[config.mk]
export PLATFORM = sky130hd
export DESIGN_NAME = slw_walker
export DESIGN_NICKNAME = d
export VERILOG_FILES = /design/src/rtl/slw_pkg.sv /design/src/rtl/slw_walker.sv
export SDC_FILE = /design/constraint.sdc
export NUM_CORES = 1
export LEC_CHECK = 0
export ABC_AREA = 1
export BUFFER_PORTS_ARGS = -buffer_cell sky130_fd_sc_hd__buf_2
export CAP_MARGIN = 20
export CORE_UTILIZATION = 55
export CTS_CLUSTER_DIAMETER = 100
export DETAILED_ROUTE_END_ITERATION = 10
export GPL_ROUTABILITY_DRIVEN = 1
export PLACE_DENSITY = 0.81
export SYNTH_ARGS = -nofsm -noshare
export SYNTH_HDL_FRONTEND = slang
export SYNTH_SLANG_ARGS = --single-unit
export TNS_END_PERCENT = 5
[constraint.sdc]
create_clock -name clk_sys -period 38 [get_ports clk_sys]
set_clock_uncertainty 0.05 [all_clocks]
set_input_delay 11.4 -clock clk_sys [delete_from_list [all_inputs] [get_ports clk_sys]]
set_output_delay 11.4 -clock clk_sys [all_outputs]
set_load 0.005 [all_outputs]
[src/rtl/slw_pkg.sv]
// Package for the second-level page walker: register map, entry fields,
// walk states and bus carriers.
// Assumes a 32-bit APB master and a 64-bit single-beat table read port.
package slw_pkg;

  // APB register byte offsets
  localparam logic [7:0] REG_CTRL     = 8'h00;
  localparam logic [7:0] REG_ROOT_LO  = 8'h04;
  localparam logic [7:0] REG_ROOT_HI  = 8'h08;
  localparam logic [7:0] REG_CAP      = 8'h0c;
  localparam logic [7:0] REG_STATUS   = 8'h10;
  localparam logic [7:0] REG_RESULT_LO = 8'h14;
  localparam logic [7:0] REG_RESULT_HI = 8'h18;

  // Control fields
  localparam int CTRL_DWIDTH_LSB = 0;   // domain_input_width, 6 bits
  localparam int CTRL_DWIDTH_W   = 6;
  localparam logic [5:0] DWIDTH_RST = 6'h27;  // 39 bits

  // Capability fields (read only)
  localparam int CAP_MAXW_LSB  = 0;     // max_input_width, 6 bits
  localparam int CAP_HOSTW_LSB = 8;     // host_width, 6 bits
  localparam int CAP_1G_BIT    = 16;
  localparam int CAP_2M_BIT    = 17;
  localparam int CAP_COH_BIT   = 18;
  localparam int CAP_ETLB_BIT  = 19;

  // Status fields
  localparam int ST_BUSY_BIT  = 0;
  localparam int ST_DONE_BIT  = 1;
  localparam int ST_FAULT_BIT = 2;
  localparam int ST_PERM_BIT  = 3;
  localparam int ST_SIZE_LSB  = 4;      // 2 bits: 0 4K, 1 2M, 2 1G

  // Entry bit positions
  localparam int ENT_LOAD   = 0;
  localparam int ENT_STORE  = 1;
  localparam int ENT_BIG    = 7;
  localparam int ENT_FCOH   = 11;
  localparam int ENT_TRANS  = 62;
  localparam int ENT_ADDR_MSB = 51;

  // Address geometry
  localparam int PG_SHIFT   = 12;
  localparam int STRIDE     = 9;
  localparam int L2_SHIFT   = 21;
  localparam int L3_SHIFT   = 30;
  localparam int L4_SHIFT   = 39;
  localparam int L5_SHIFT   = 48;
  localparam int L5_MSB     = 56;
  localparam logic [5:0] WIDTH_3LVL = 6'h27;  // 39
  localparam logic [5:0] WIDTH_4LVL = 6'h30;  // 48
  localparam logic [5:0] WIDTH_5LVL = 6'h39;  // 57

  localparam logic [1:0] SIZE_4K = 2'h0;
  localparam logic [1:0] SIZE_2M = 2'h1;
  localparam logic [1:0] SIZE_1G = 2'h2;

  localparam logic [2:0] LVL_1 = 3'h1;
  localparam logic [2:0] LVL_2 = 3'h2;
  localparam logic [2:0] LVL_3 = 3'h3;
  localparam logic [2:0] LVL_4 = 3'h4;
  localparam logic [2:0] LVL_5 = 3'h5;

  typedef enum logic [1:0] {
    SLW_IDLE  = 2'b00,
    SLW_FETCH = 2'b01,
    SLW_WAIT  = 2'b11,
    SLW_DONE  = 2'b10
  } slw_state_t;

  // Request kinds
  localparam logic [1:0] REQ_READ  = 2'h0;
  localparam logic [1:0] REQ_WRITE = 2'h1;
  localparam logic [1:0] REQ_ATOM  = 2'h2;

  typedef struct packed {
    logic        valid;
    logic [1:0]  kind;
    logic [63:0] addr;
  } slw_req_t;

  typedef struct packed {
    logic        valid;
    logic        fault;   // no valid translation
    logic        denied;  // valid translation, access refused
    logic [1:0]  size;
    logic [63:0] addr;
  } slw_rsp_t;

  typedef struct packed {
    logic        valid;
    logic [51:0] addr;
  } slw_mrd_t;

  typedef struct packed {
    logic        valid;
    logic        error;
    logic [63:0] data;
  } slw_mrsp_t;

endpackage : slw_pkg

[src/rtl/slw_walker.sv]
// Second-level page walker: untagged DMA address translation.
// Assumes one outstanding table read; the memory answers with one beat.
// Overview of operation
// - Input address beyond maximum supported width faults at once.
// - Adjusted width rounds domain width so width minus 12 divides by 9.
// - 4K pages always; 2M and 1G pages advertised by capability.
// - Entry address: zero low three bits, nine index bits, table base above.
// - Five-level walk starts at root, indexed by top bits down to 48.
// - Level four base from level five entry or root; bits 47:39.
// - Level three base from level four entry or root; bits 38:30.
// - Level three big page ends walk with a 1G mapping.
// - Level three without big page continues with bits 29:21.
// - Level two big page ends walk with a 2M mapping.
// - Level two without big page continues into leaf, bits 20:12.
// - Leaf entry maps a 4K page; low twelve bits from input.
// - Entry with no access or a reserved bit set causes error.
// - Address bits from 51 down to host width are reserved.
// - Big page flag reserved at levels five and four.
// - Big page flag reserved where that page size is unsupported.
// - Low address bits of large page entries are reserved.
// - Coherence and transient fields reserved in non-leaf entries.
// - Leaf coherence and transient fields reserved without capability.
// - Fetch permission bit ignored for untagged requests.
// - Reads need load, writes store, atomics both, in every entry.
// - Table read error means no valid translation.
//
// The implementer's own choices: register access over APB and the register addresses.
`timescale 1ns/100ps
`default_nettype none

module slw_walker #(
  parameter logic [5:0] MAX_WIDTH  = 6'h30,
  parameter logic [5:0] HOST_WIDTH = 6'h2e,
  parameter logic       HAS_1G     = 1'b1,
  parameter logic       HAS_2M     = 1'b1,
  parameter logic       HAS_COH    = 1'b1,
  parameter logic       HAS_ETLB   = 1'b0
) (
  // Clock and reset
  input  wire logic              clk_sys,
  input  wire logic              reset,
  // APB slave
  input  wire logic              psel,
  input  wire logic              penable,
  input  wire logic              pwrite,
  input  wire logic [7:0]        paddr,
  input  wire logic [31:0]       pwdata,
  output logic      [31:0]       prdata,
  output logic                   pready,
  output logic                   pslverr,
  // Translation request and answer
  input  wire slw_pkg::slw_req_t req,
  output logic                   req_ready,
  output slw_pkg::slw_rsp_t      rsp,
  // Table read port
  output slw_pkg::slw_mrd_t      mrd,
  input  wire slw_pkg::slw_mrsp_t mrsp
);

  // Software registers
  logic [5:0]  dwidth_r;
  logic [51:0] root_r;
  logic [1:0]  size_r;
  logic        done_r, fault_r, perm_r;
  logic [63:0] res_r;

  // Walk state
  slw_pkg::slw_state_t state_r, state_nxt;
  logic [2:0]  lvl_r;
  logic [63:0] ia_r;
  logic [1:0]  kind_r;
  logic        ok_ld_r, ok_st_r;

  wire [5:0] adj_width = (dwidth_r <= slw_pkg::WIDTH_3LVL) ?
                         slw_pkg::WIDTH_3LVL :
                         (dwidth_r <= slw_pkg::WIDTH_4LVL) ?
                         slw_pkg::WIDTH_4LVL : slw_pkg::WIDTH_5LVL;
  wire [2:0] top_lvl = (adj_width == slw_pkg::WIDTH_3LVL) ? slw_pkg::LVL_3 :
                       (adj_width == slw_pkg::WIDTH_4LVL) ? slw_pkg::LVL_4 :
                       slw_pkg::LVL_5;
  // Effective limit: smaller of maximum and adjusted width
  wire [5:0] lim_width = (MAX_WIDTH < adj_width) ? MAX_WIDTH : adj_width;

  // out-of-range check on the incoming address
  logic [63:0] lim_mask;
  assign lim_mask = ~((64'h1 << lim_width) - 64'h1);
  wire in_range = (req.addr & lim_mask) == 64'h0;

  // Current entry fields
  wire [63:0] ent    = mrsp.data;
  wire        e_ld   = ent[slw_pkg::ENT_LOAD];
  wire        e_st   = ent[slw_pkg::ENT_STORE];
  wire        e_big  = ent[slw_pkg::ENT_BIG];
  wire        e_live = e_ld | e_st;
  wire [51:0] e_base = {ent[slw_pkg::ENT_ADDR_MSB:slw_pkg::PG_SHIFT],
                        12'h000};

  // bits above host width; one bit per position, one generate
  logic [51:0] hw_mask;
  genvar gi;
  generate
    for (gi = 0; gi < 52; gi++) begin : g_hw
      assign hw_mask[gi] = (gi >= HOST_WIDTH);
    end
  endgenerate
  wire rsv_host = |(ent[51:0] & hw_mask);

  // Level classification of this entry
  wire upper_lvl = (lvl_r == slw_pkg::LVL_5) || (lvl_r == slw_pkg::LVL_4);
  wire is_1g   = (lvl_r == slw_pkg::LVL_3) && e_big;
  wire is_2m   = (lvl_r == slw_pkg::LVL_2) && e_big;
  wire is_leaf = (lvl_r == slw_pkg::LVL_1) || is_1g || is_2m;

  // Reserved checks, applied to every fetched entry whether or not it grants access
  localparam int L3M = slw_pkg::L3_SHIFT - 1;
  localparam int L2M = slw_pkg::L2_SHIFT - 1;
  wire rsv_big = upper_lvl && e_big;
  wire rsv_nosz = (is_1g && !HAS_1G) || (is_2m && !HAS_2M);
  wire rsv_low = (is_1g && (|ent[L3M:slw_pkg::PG_SHIFT])) ||
                 (is_2m && (|ent[L2M:slw_pkg::PG_SHIFT]));
  wire rsv_nl  = !is_leaf && (ent[slw_pkg::ENT_FCOH] ||
                 ent[slw_pkg::ENT_TRANS]);
  wire rsv_lf  = is_leaf && ((ent[slw_pkg::ENT_FCOH] && !HAS_COH) ||
                 (ent[slw_pkg::ENT_TRANS] && !HAS_ETLB));
  // unusable entry; fetch bit never looked at
  wire bad_ent = !e_live || rsv_host || rsv_big || rsv_nosz ||
                 rsv_low || rsv_nl || rsv_lf;

  wire nl_ld = ok_ld_r & e_ld;
  wire nl_st = ok_st_r & e_st;
  wire allowed = (kind_r == slw_pkg::REQ_READ)  ? nl_ld :
                 (kind_r == slw_pkg::REQ_WRITE) ? nl_st : (nl_ld & nl_st);

  // Index for the current level
  logic [8:0] idx;
  always_comb begin
    case (lvl_r)
      slw_pkg::LVL_5: idx = ia_r[slw_pkg::L5_MSB:slw_pkg::L5_SHIFT];
      slw_pkg::LVL_4: idx = ia_r[slw_pkg::L5_SHIFT-1:slw_pkg::L4_SHIFT];
      slw_pkg::LVL_3: idx = ia_r[slw_pkg::L4_SHIFT-1:slw_pkg::L3_SHIFT];
      slw_pkg::LVL_2: idx = ia_r[slw_pkg::L3_SHIFT-1:slw_pkg::L2_SHIFT];
      default:        idx = ia_r[slw_pkg::L2_SHIFT-1:slw_pkg::PG_SHIFT];
    endcase
  end
  // Bits above range are zero by the width check, so the top slice
  // naturally acts as "max width down to shift"

  // Table base register: root first, then each entry's next_base
  logic [51:0] tbase_r;
  wire [51:0] fetch_addr = {tbase_r[51:slw_pkg::PG_SHIFT], idx, 3'h0};

  // Output address per mapping size
  wire [63:0] map_1g = {12'h000, e_base[51:slw_pkg::L3_SHIFT],
                        ia_r[L3M:0]};
  wire [63:0] map_2m = {12'h000, e_base[51:slw_pkg::L2_SHIFT],
                        ia_r[L2M:0]};
  wire [63:0] map_4k = {12'h000, e_base[51:slw_pkg::PG_SHIFT],
                        ia_r[slw_pkg::PG_SHIFT-1:0]};

  wire start = req.valid && req_ready;
  wire got   = (state_r == slw_pkg::SLW_WAIT) && mrsp.valid;

  // APB access decode, needed by the done clear below
  wire apb_acc = psel && penable;
  wire apb_wr  = apb_acc && pwrite;
  wire busy    = state_r != slw_pkg::SLW_IDLE;

  // State machine
  always_comb begin
    case (state_r)
      slw_pkg::SLW_IDLE:  state_nxt = start ? (in_range ? slw_pkg::SLW_FETCH
                                     : slw_pkg::SLW_DONE) : slw_pkg::SLW_IDLE;
      slw_pkg::SLW_FETCH: state_nxt = slw_pkg::SLW_WAIT;
      slw_pkg::SLW_WAIT:  state_nxt = !got ? slw_pkg::SLW_WAIT :
                          (mrsp.error || bad_ent || is_leaf) ?
                          slw_pkg::SLW_DONE : slw_pkg::SLW_FETCH;
      slw_pkg::SLW_DONE:  state_nxt = slw_pkg::SLW_IDLE;
      default:            state_nxt = slw_pkg::SLW_IDLE;
    endcase
  end

  always_ff @(posedge clk_sys or posedge reset) begin
    if (reset) state_r <= slw_pkg::SLW_IDLE;
    else       state_r <= state_nxt;
  end

  // Walk registers
  always_ff @(posedge clk_sys or posedge reset) begin
    if (reset) begin
      lvl_r   <= slw_pkg::LVL_1;
      ia_r    <= 64'h0;
      kind_r  <= slw_pkg::REQ_READ;
      ok_ld_r <= 1'b0;
      ok_st_r <= 1'b0;
      tbase_r <= 52'h0;
    end else if (start) begin
      lvl_r   <= top_lvl;
      ia_r    <= req.addr;
      kind_r  <= req.kind;
      ok_ld_r <= 1'b1;
      ok_st_r <= 1'b1;
      tbase_r <= root_r;
    end else if (got) begin
      lvl_r   <= lvl_r - 3'h1;
      ok_ld_r <= nl_ld;
      ok_st_r <= nl_st;
      tbase_r <= e_base;
    end
  end

  // Result registers and answer pulse
  always_ff @(posedge clk_sys or posedge reset) begin
    if (reset) begin
      rsp     <= '0;
      res_r   <= 64'h0;
      size_r  <= slw_pkg::SIZE_4K;
      fault_r <= 1'b0;
      perm_r  <= 1'b0;
      done_r  <= 1'b0;
    end else begin
      rsp.valid <= 1'b0;
      if (start && !in_range) begin
        rsp     <= '{valid: 1'b1, fault: 1'b1, denied: 1'b0,
                     size: slw_pkg::SIZE_4K, addr: 64'h0};
        fault_r <= 1'b1;
        perm_r  <= 1'b0;
        res_r   <= 64'h0;
        done_r  <= 1'b1;
      end else if (got && (mrsp.error || bad_ent)) begin
        rsp     <= '{valid: 1'b1, fault: 1'b1, denied: 1'b0,
                     size: slw_pkg::SIZE_4K, addr: 64'h0};
        fault_r <= 1'b1;
        perm_r  <= 1'b0;
        res_r   <= 64'h0;
        done_r  <= 1'b1;
      end else if (got && is_leaf) begin
        rsp.valid  <= 1'b1;
        rsp.fault  <= 1'b0;
        rsp.denied <= !allowed;
        rsp.size   <= is_1g ? slw_pkg::SIZE_1G :
                      is_2m ? slw_pkg::SIZE_2M : slw_pkg::SIZE_4K;
        rsp.addr   <= is_1g ? map_1g : is_2m ? map_2m : map_4k;
        res_r      <= is_1g ? map_1g : is_2m ? map_2m : map_4k;
        size_r     <= is_1g ? slw_pkg::SIZE_1G :
                      is_2m ? slw_pkg::SIZE_2M : slw_pkg::SIZE_4K;
        fault_r    <= 1'b0;
        perm_r     <= !allowed;
        done_r     <= 1'b1;
      end else if (apb_wr && (paddr == slw_pkg::REG_STATUS) &&
                   pwdata[slw_pkg::ST_DONE_BIT]) begin
        done_r <= 1'b0;  // Set above wins over this clear
      end
    end
  end

  // Table read port and request handshake
  always_ff @(posedge clk_sys or posedge reset) begin
    if (reset) begin
      mrd       <= '0;
      req_ready <= 1'b0;
    end else begin
      if (state_r == slw_pkg::SLW_FETCH) begin
        mrd.valid <= 1'b1;
        mrd.addr  <= fetch_addr;
      end else begin
        mrd.valid <= 1'b0;
      end
      req_ready <= (state_nxt == slw_pkg::SLW_IDLE) && !start;
    end
  end

  // APB slave, zero wait states
  wire [31:0] cap_word = {12'h000, HAS_ETLB, HAS_COH, HAS_2M, HAS_1G,
                          2'h0, HOST_WIDTH, 2'h0, MAX_WIDTH};
  wire [31:0] st_word  = {26'h0, size_r, perm_r, fault_r, done_r, busy};
  wire known = (paddr == slw_pkg::REG_CTRL) ||
               (paddr == slw_pkg::REG_ROOT_LO) ||
               (paddr == slw_pkg::REG_ROOT_HI) ||
               (paddr == slw_pkg::REG_CAP) ||
               (paddr == slw_pkg::REG_STATUS) ||
               (paddr == slw_pkg::REG_RESULT_LO) ||
               (paddr == slw_pkg::REG_RESULT_HI);
  wire [31:0] rd_mux =
    (paddr == slw_pkg::REG_CTRL)      ? {26'h0, dwidth_r} :
    (paddr == slw_pkg::REG_ROOT_LO)   ? root_r[31:0] :
    (paddr == slw_pkg::REG_ROOT_HI)   ? {12'h000, root_r[51:32]} :
    (paddr == slw_pkg::REG_CAP)       ? cap_word :
    (paddr == slw_pkg::REG_STATUS)    ? st_word :
    (paddr == slw_pkg::REG_RESULT_LO) ? res_r[31:0] :
    (paddr == slw_pkg::REG_RESULT_HI) ? res_r[63:32] : 32'h0;

  always_ff @(posedge clk_sys or posedge reset) begin
    if (reset) begin
      dwidth_r <= slw_pkg::DWIDTH_RST;
      root_r   <= 52'h0;
    end else if (apb_wr && !busy) begin
      // Walk inputs frozen while a walk runs
      if (paddr == slw_pkg::REG_CTRL)
        dwidth_r <= pwdata[5:0];
      if (paddr == slw_pkg::REG_ROOT_LO)
        root_r[31:0] <= {pwdata[31:slw_pkg::PG_SHIFT], 12'h000};
      if (paddr == slw_pkg::REG_ROOT_HI)
        root_r[51:32] <= pwdata[19:0];
    end
  end

  always_ff @(posedge clk_sys or posedge reset) begin
    if (reset) begin
      prdata  <= 32'h0;
      pready  <= 1'b0;
      pslverr <= 1'b0;
    end else begin
      pready  <= psel && !penable;
      pslverr <= psel && !penable && !known;
      prdata  <= (psel && !penable && !pwrite) ? rd_mux : 32'h0;
    end
  end

  // Assertions
  a_range_fault: assert property (@(posedge clk_sys) disable iff (reset)
    (start && !in_range) |=> (rsp.valid && rsp.fault))
    else $error("Out of range address not faulted");

  a_fetch_order: assert property (@(posedge clk_sys) disable iff (reset)
    got && !mrsp.error && !bad_ent && !is_leaf
      |=> lvl_r == $past(lvl_r) - 3'h1)
    else $error("Walk skipped a level");

  a_single_read: assert property (@(posedge clk_sys) disable iff (reset)
    mrd.valid |=> !mrd.valid)
    else $error("Second table read issued back to back");

  a_bad_entry: assert property (@(posedge clk_sys) disable iff (reset)
    got && bad_ent |=> rsp.valid && rsp.fault)
    else $error("Unusable entry did not fault");

  a_read_error: assert property (@(posedge clk_sys) disable iff (reset)
    got && mrsp.error |=> rsp.valid && rsp.fault)
    else $error("Table read error not faulted");

  a_leaf_4k: assert property (@(posedge clk_sys) disable iff (reset)
    got && !bad_ent && !mrsp.error && lvl_r == slw_pkg::LVL_1
      |=> rsp.valid && rsp.size == slw_pkg::SIZE_4K &&
          rsp.addr[11:0] == $past(ia_r[11:0]))
    else $error("Leaf mapping wrong");

  a_map_2m: assert property (@(posedge clk_sys) disable iff (reset)
    got && !bad_ent && !mrsp.error && is_2m
      |=> rsp.valid && rsp.size == slw_pkg::SIZE_2M &&
          rsp.addr[L2M:0] == $past(ia_r[L2M:0]))
    else $error("Two megabyte mapping wrong");

  a_map_1g: assert property (@(posedge clk_sys) disable iff (reset)
    got && !bad_ent && !mrsp.error && is_1g
      |=> rsp.valid && rsp.size == slw_pkg::SIZE_1G &&
          rsp.addr[L3M:0] == $past(ia_r[L3M:0]))
    else $error("One gigabyte mapping wrong");

  // One answer per walk; a held valid would double count a request
  a_rsp_pulse: assert property (@(posedge clk_sys) disable iff (reset)
    rsp.valid |=> !rsp.valid)
    else $error("Answer valid longer than one cycle");

  a_big_upper: assert property (@(posedge clk_sys) disable iff (reset)
    got && upper_lvl && e_live && e_big
      |=> rsp.valid && rsp.fault)
    else $error("Big flag at upper level accepted");

  a_root_start: assert property (@(posedge clk_sys) disable iff (reset)
    start && in_range |=> ##1 mrd.valid &&
      mrd.addr[51:12] == $past(root_r[51:12], 2))
    else $error("Walk did not start at root");

endmodule : slw_walker

`default_nettype wire

==> results.sh <==
export IMPL_clkPwrFrac=0.323
export IMPL_path_clk_slew_ns=0.06
export IMPL_cp_arrival_ns=15.45
export IMPL_die_area_um2=28400
export IMPL_grt_max_degree=153
export IMPL_worst_slew_pin_slew_ns=1.07
export IMPL_pin_count=335
export IMPL_worstPathMaxFanout=100
export IMPL_cts_buffers=38
export IMPL_crit_type="primary input to flip-flop"
export IMPL_core_um2=27100
export IMPL_rsz0062_at_grt="no"
export IMPL_synth_edff_count=0
export IMPL_p_per_area_nw_per_um2=62.7
export IMPL_fin_nets=2180
export IMPL_synth_top_cells_by_area="dfrtp_1, nand2_1, nand4_1"
export IMPL_io_buffers=300
export IMPL_overflow=0
export IMPL_syn_area_um2=15300
export IMPL_fin_util=0.666
export IMPL_max_freq_ghz=0.0665
export IMPL_hp_start="mrd[39]$_DFFE_PP0P_"
export IMPL_r2r_start="req_ready$_DFF_PP0_"
export IMPL_synth_commonest_cells="nand2_1, dfrtp_1, nand4_1"
export IMPL_async_reset_ff_frac=1.00
export IMPL_period_share=0.396
export IMPL_clock_root_buffer="clkbuf_16"
export IMPL_yosys_most_used_dff="dfrtp_1"
export IMPL_switching_share=0.323
export IMPL_place_congestion=0.963
export IMPL_p_comb_frac=0.226
export IMPL_p_leak_nw=9.68
export IMPL_areaGrowthSynthToFinish_pct=18.4
export IMPL_synth_top_cell_by_area="dfrtp_1"
export IMPL_ant_nets=0
export IMPL_power_frac_seq=0.451
export IMPL_critPathCaptureType="flip-flop"
export IMPL_fin_setup_tns_ns=0
export IMPL_ys_ff_latch=350
export IMPL_clk_insertion_delay_late_ns=0.53
export IMPL_finalCriticalPeriod_ns=15.04
export IMPL_slew_headroom=0.289
export IMPL_hold_depth=2
export IMPL_synth_most_common_cell="nand2_1"
export IMPL_required_ns=38.41
export IMPL_post_synth_cell_area_avg_um2=8.70
export IMPL_synthCells=1753
export IMPL_hpwl_um=30100
export IMPL_ys_types=35
export IMPL_fillers=2181
export IMPL_wirelength_um=43200
export IMPL_drive_gt1_frac=0.201
export IMPL_die_h_um=169
export IMPL_holdPathEnd="mrd[39]$_DFFE_PP0P_"
export IMPL_cts_sinks=350
export IMPL_hold_viol=0
export IMPL_synth_warnings=0
export IMPL_reg2reg_slack_ns=33.50
export IMPL_p_switching_uw=366
export IMPL_cts_htree_levels=2
export IMPL_peakVddDrop_mv=0.0591
export IMPL_maxCapViolCount=0
export IMPL_reg2reg_to="rsp[15]$_DFFE_PP0P_"
export IMPL_drc=0
export IMPL_cts_tree="built"
export IMPL_internal_power_uw=765
export IMPL_detail_route_first_pass_iterations=5
export IMPL_ys_seq_area_frac=0.575
export IMPL_vias=13429
export IMPL_vias_per_cell=5.60
export IMPL_post_cts_setup_buffers=0
export IMPL_ctsHoldBuffers=0
export IMPL_worst_r2r_path_depth=6
export IMPL_hold_path_class="flip-flop to flip-flop"
export IMPL_place_area_um2=16800
export IMPL_setup_viol=0
export IMPL_status="finished clean"
export IMPL_ctsLongestPathBuffers=3
export IMPL_grt_usage=0.303
export IMPL_antenna_found_initial=2
export IMPL_worstSetupStartpointType="primary input"
export IMPL_std_cell_rows=60
export IMPL_grt_pass1_wl_um=67000
export IMPL_final_cell_area_um2=18100
export IMPL_grt_pass1_vias=12434
export IMPL_finalMaxSlewViolations=0
export IMPL_synth_top_area_frac=0.566
export IMPL_post_cts_resized=0
export IMPL_wl_per_cell_um=18.0
export IMPL_initial_core_util=0.563
export IMPL_die_x_um=169
export IMPL_first_iter_violations=1205
[critical path: stages]
cell      delay [ns]
buf_2           0.11
nand2_4         0.75
clkinv_2        1.02
nand2_4         0.80
buf_4           0.85
nand4_1         0.29
nand2_1         0.15
[layer usage]
metal | vias to the layer above | track usage | part of all wire
li1 | 6243 | - | -
met1 | 6430 | 0.448 | 0.44
met2 | 653 | 0.443 | 0.44
met3 | 101 | 0.0575 | 0.083
met4 | 2 | 0.119 | 0.035
met5 | - | 0 | 0.00030
[power groups by stage]
stage | Combinational (mW) | Sequential, mW | Clock [mW]
finish | 0.256 | 0.510 | 0.365
global route | 0.288 | 0.519 | 0.384
CTS | 0.255 | 0.509 | 0.371
detailed placement | 0.253 | 0.515 | 0
global placement | 0.245 | 0.511 | 0
floorplan | 0.168 | 0.506 | 0
[cell usage in the layout (no fill, tap or decap), types with 2 or more instances in the layout]
cell	instances
nand2_1	584
dfrtp_1	345
buf_2	300
nand4_1	159
o21ai_0	142
inv_1	128
nor2_1	85
clkbuf_16	41
a21oi_1	40
a31oi_1	29
o211ai_1	25
nand3_1	23
conb_1	17
clkinv_2	12
o22a_1	9
buf_4	9
clkbuf_1	7
inv_2	6
mux2_2	6
ha_1	6
nor3_1	5
dfstp_2	5
nand2_4	4
nand2_2	4
clkinv_1	4
clkbuf_8	4
nand3_2	3
nor4_1	3
nor3_2	2
nor2_2	2
inv_8	2
bufinv_16	2
buf_16	2
[state kept, by name, indices dropped and copies added (netlist names), 6 cells and up]
name / cells
tbase_r: 40
dwidth_r: 6
rsp: 57
prdata: 32
root_r: 40
mrd: 50
ia_r: 57
res_r: 52
[logic make-up (layout without fill, tap and decap cells)]
logic type / Yosys count / count (layout) / share of synthesized area
AOI/OAI and AO/OA: 247 / 247 / 0.0901
xor gates and xnor gates: 1 / 1 / 0.000574
adders and majority gates: 6 / 6 / 0.00492
buffers and inverters: 263 / 518 / 0.0756
DFF: 350 / 350 / 0.575
muxes: 6 / 6 / 0.00443
other: 2 / 18 / 0.000492
and+or+nand+nor: 878 / 878 / 0.249
[per-stage QoR]
stage	power (mW)	cells	worst slack [ns]	hold slack (ns)
finish	1.13	2396	22.96	0.417
global route	1.19	2396	22.68	0.437
CTS	1.14	2394	23.03	0.418
detailed placement	0.768	2327	22.50	0.404
global placement	0.756	2326	22.58	0.400
floorplan	0.673	1768	16.85	0.392
[worst max path at each step]
stage / slack (ns) / end / start
6_report: 22.96 / rsp[15]$_DFFE_PP0P_ / req[66]
5_1_grt: 22.68 / size_r[0]$_DFFE_PP0P_ / req[66]
4_1_cts: 23.03 / rsp[15]$_DFFE_PP0P_ / req[66]
3_5_place_dp: 22.50 / rsp[15]$_DFFE_PP0P_ / req[66]
3_3_place_gp: 22.58 / rsp[15]$_DFFE_PP0P_ / req[66]
2_1_floorplan: 16.85 / done_r$_DFFE_PP0P_ / reset
[layout make-up]
type / instances / area, µm² / area share
well taps: 372 / 465 / 0.0258
multi-input cells: 1155 / 5420 / 0.300
repair buffers: 311 / 1620 / 0.0900
clock inverters: 15 / 134 / 0.00742
inverters: 140 / 534 / 0.0296
flip-flops and latches: 350 / 8760 / 0.485
diodes: 1 / 2.50 / 0.000139
clock buffers: 52 / 1110 / 0.0613
(Power assumes the default switching activity.)
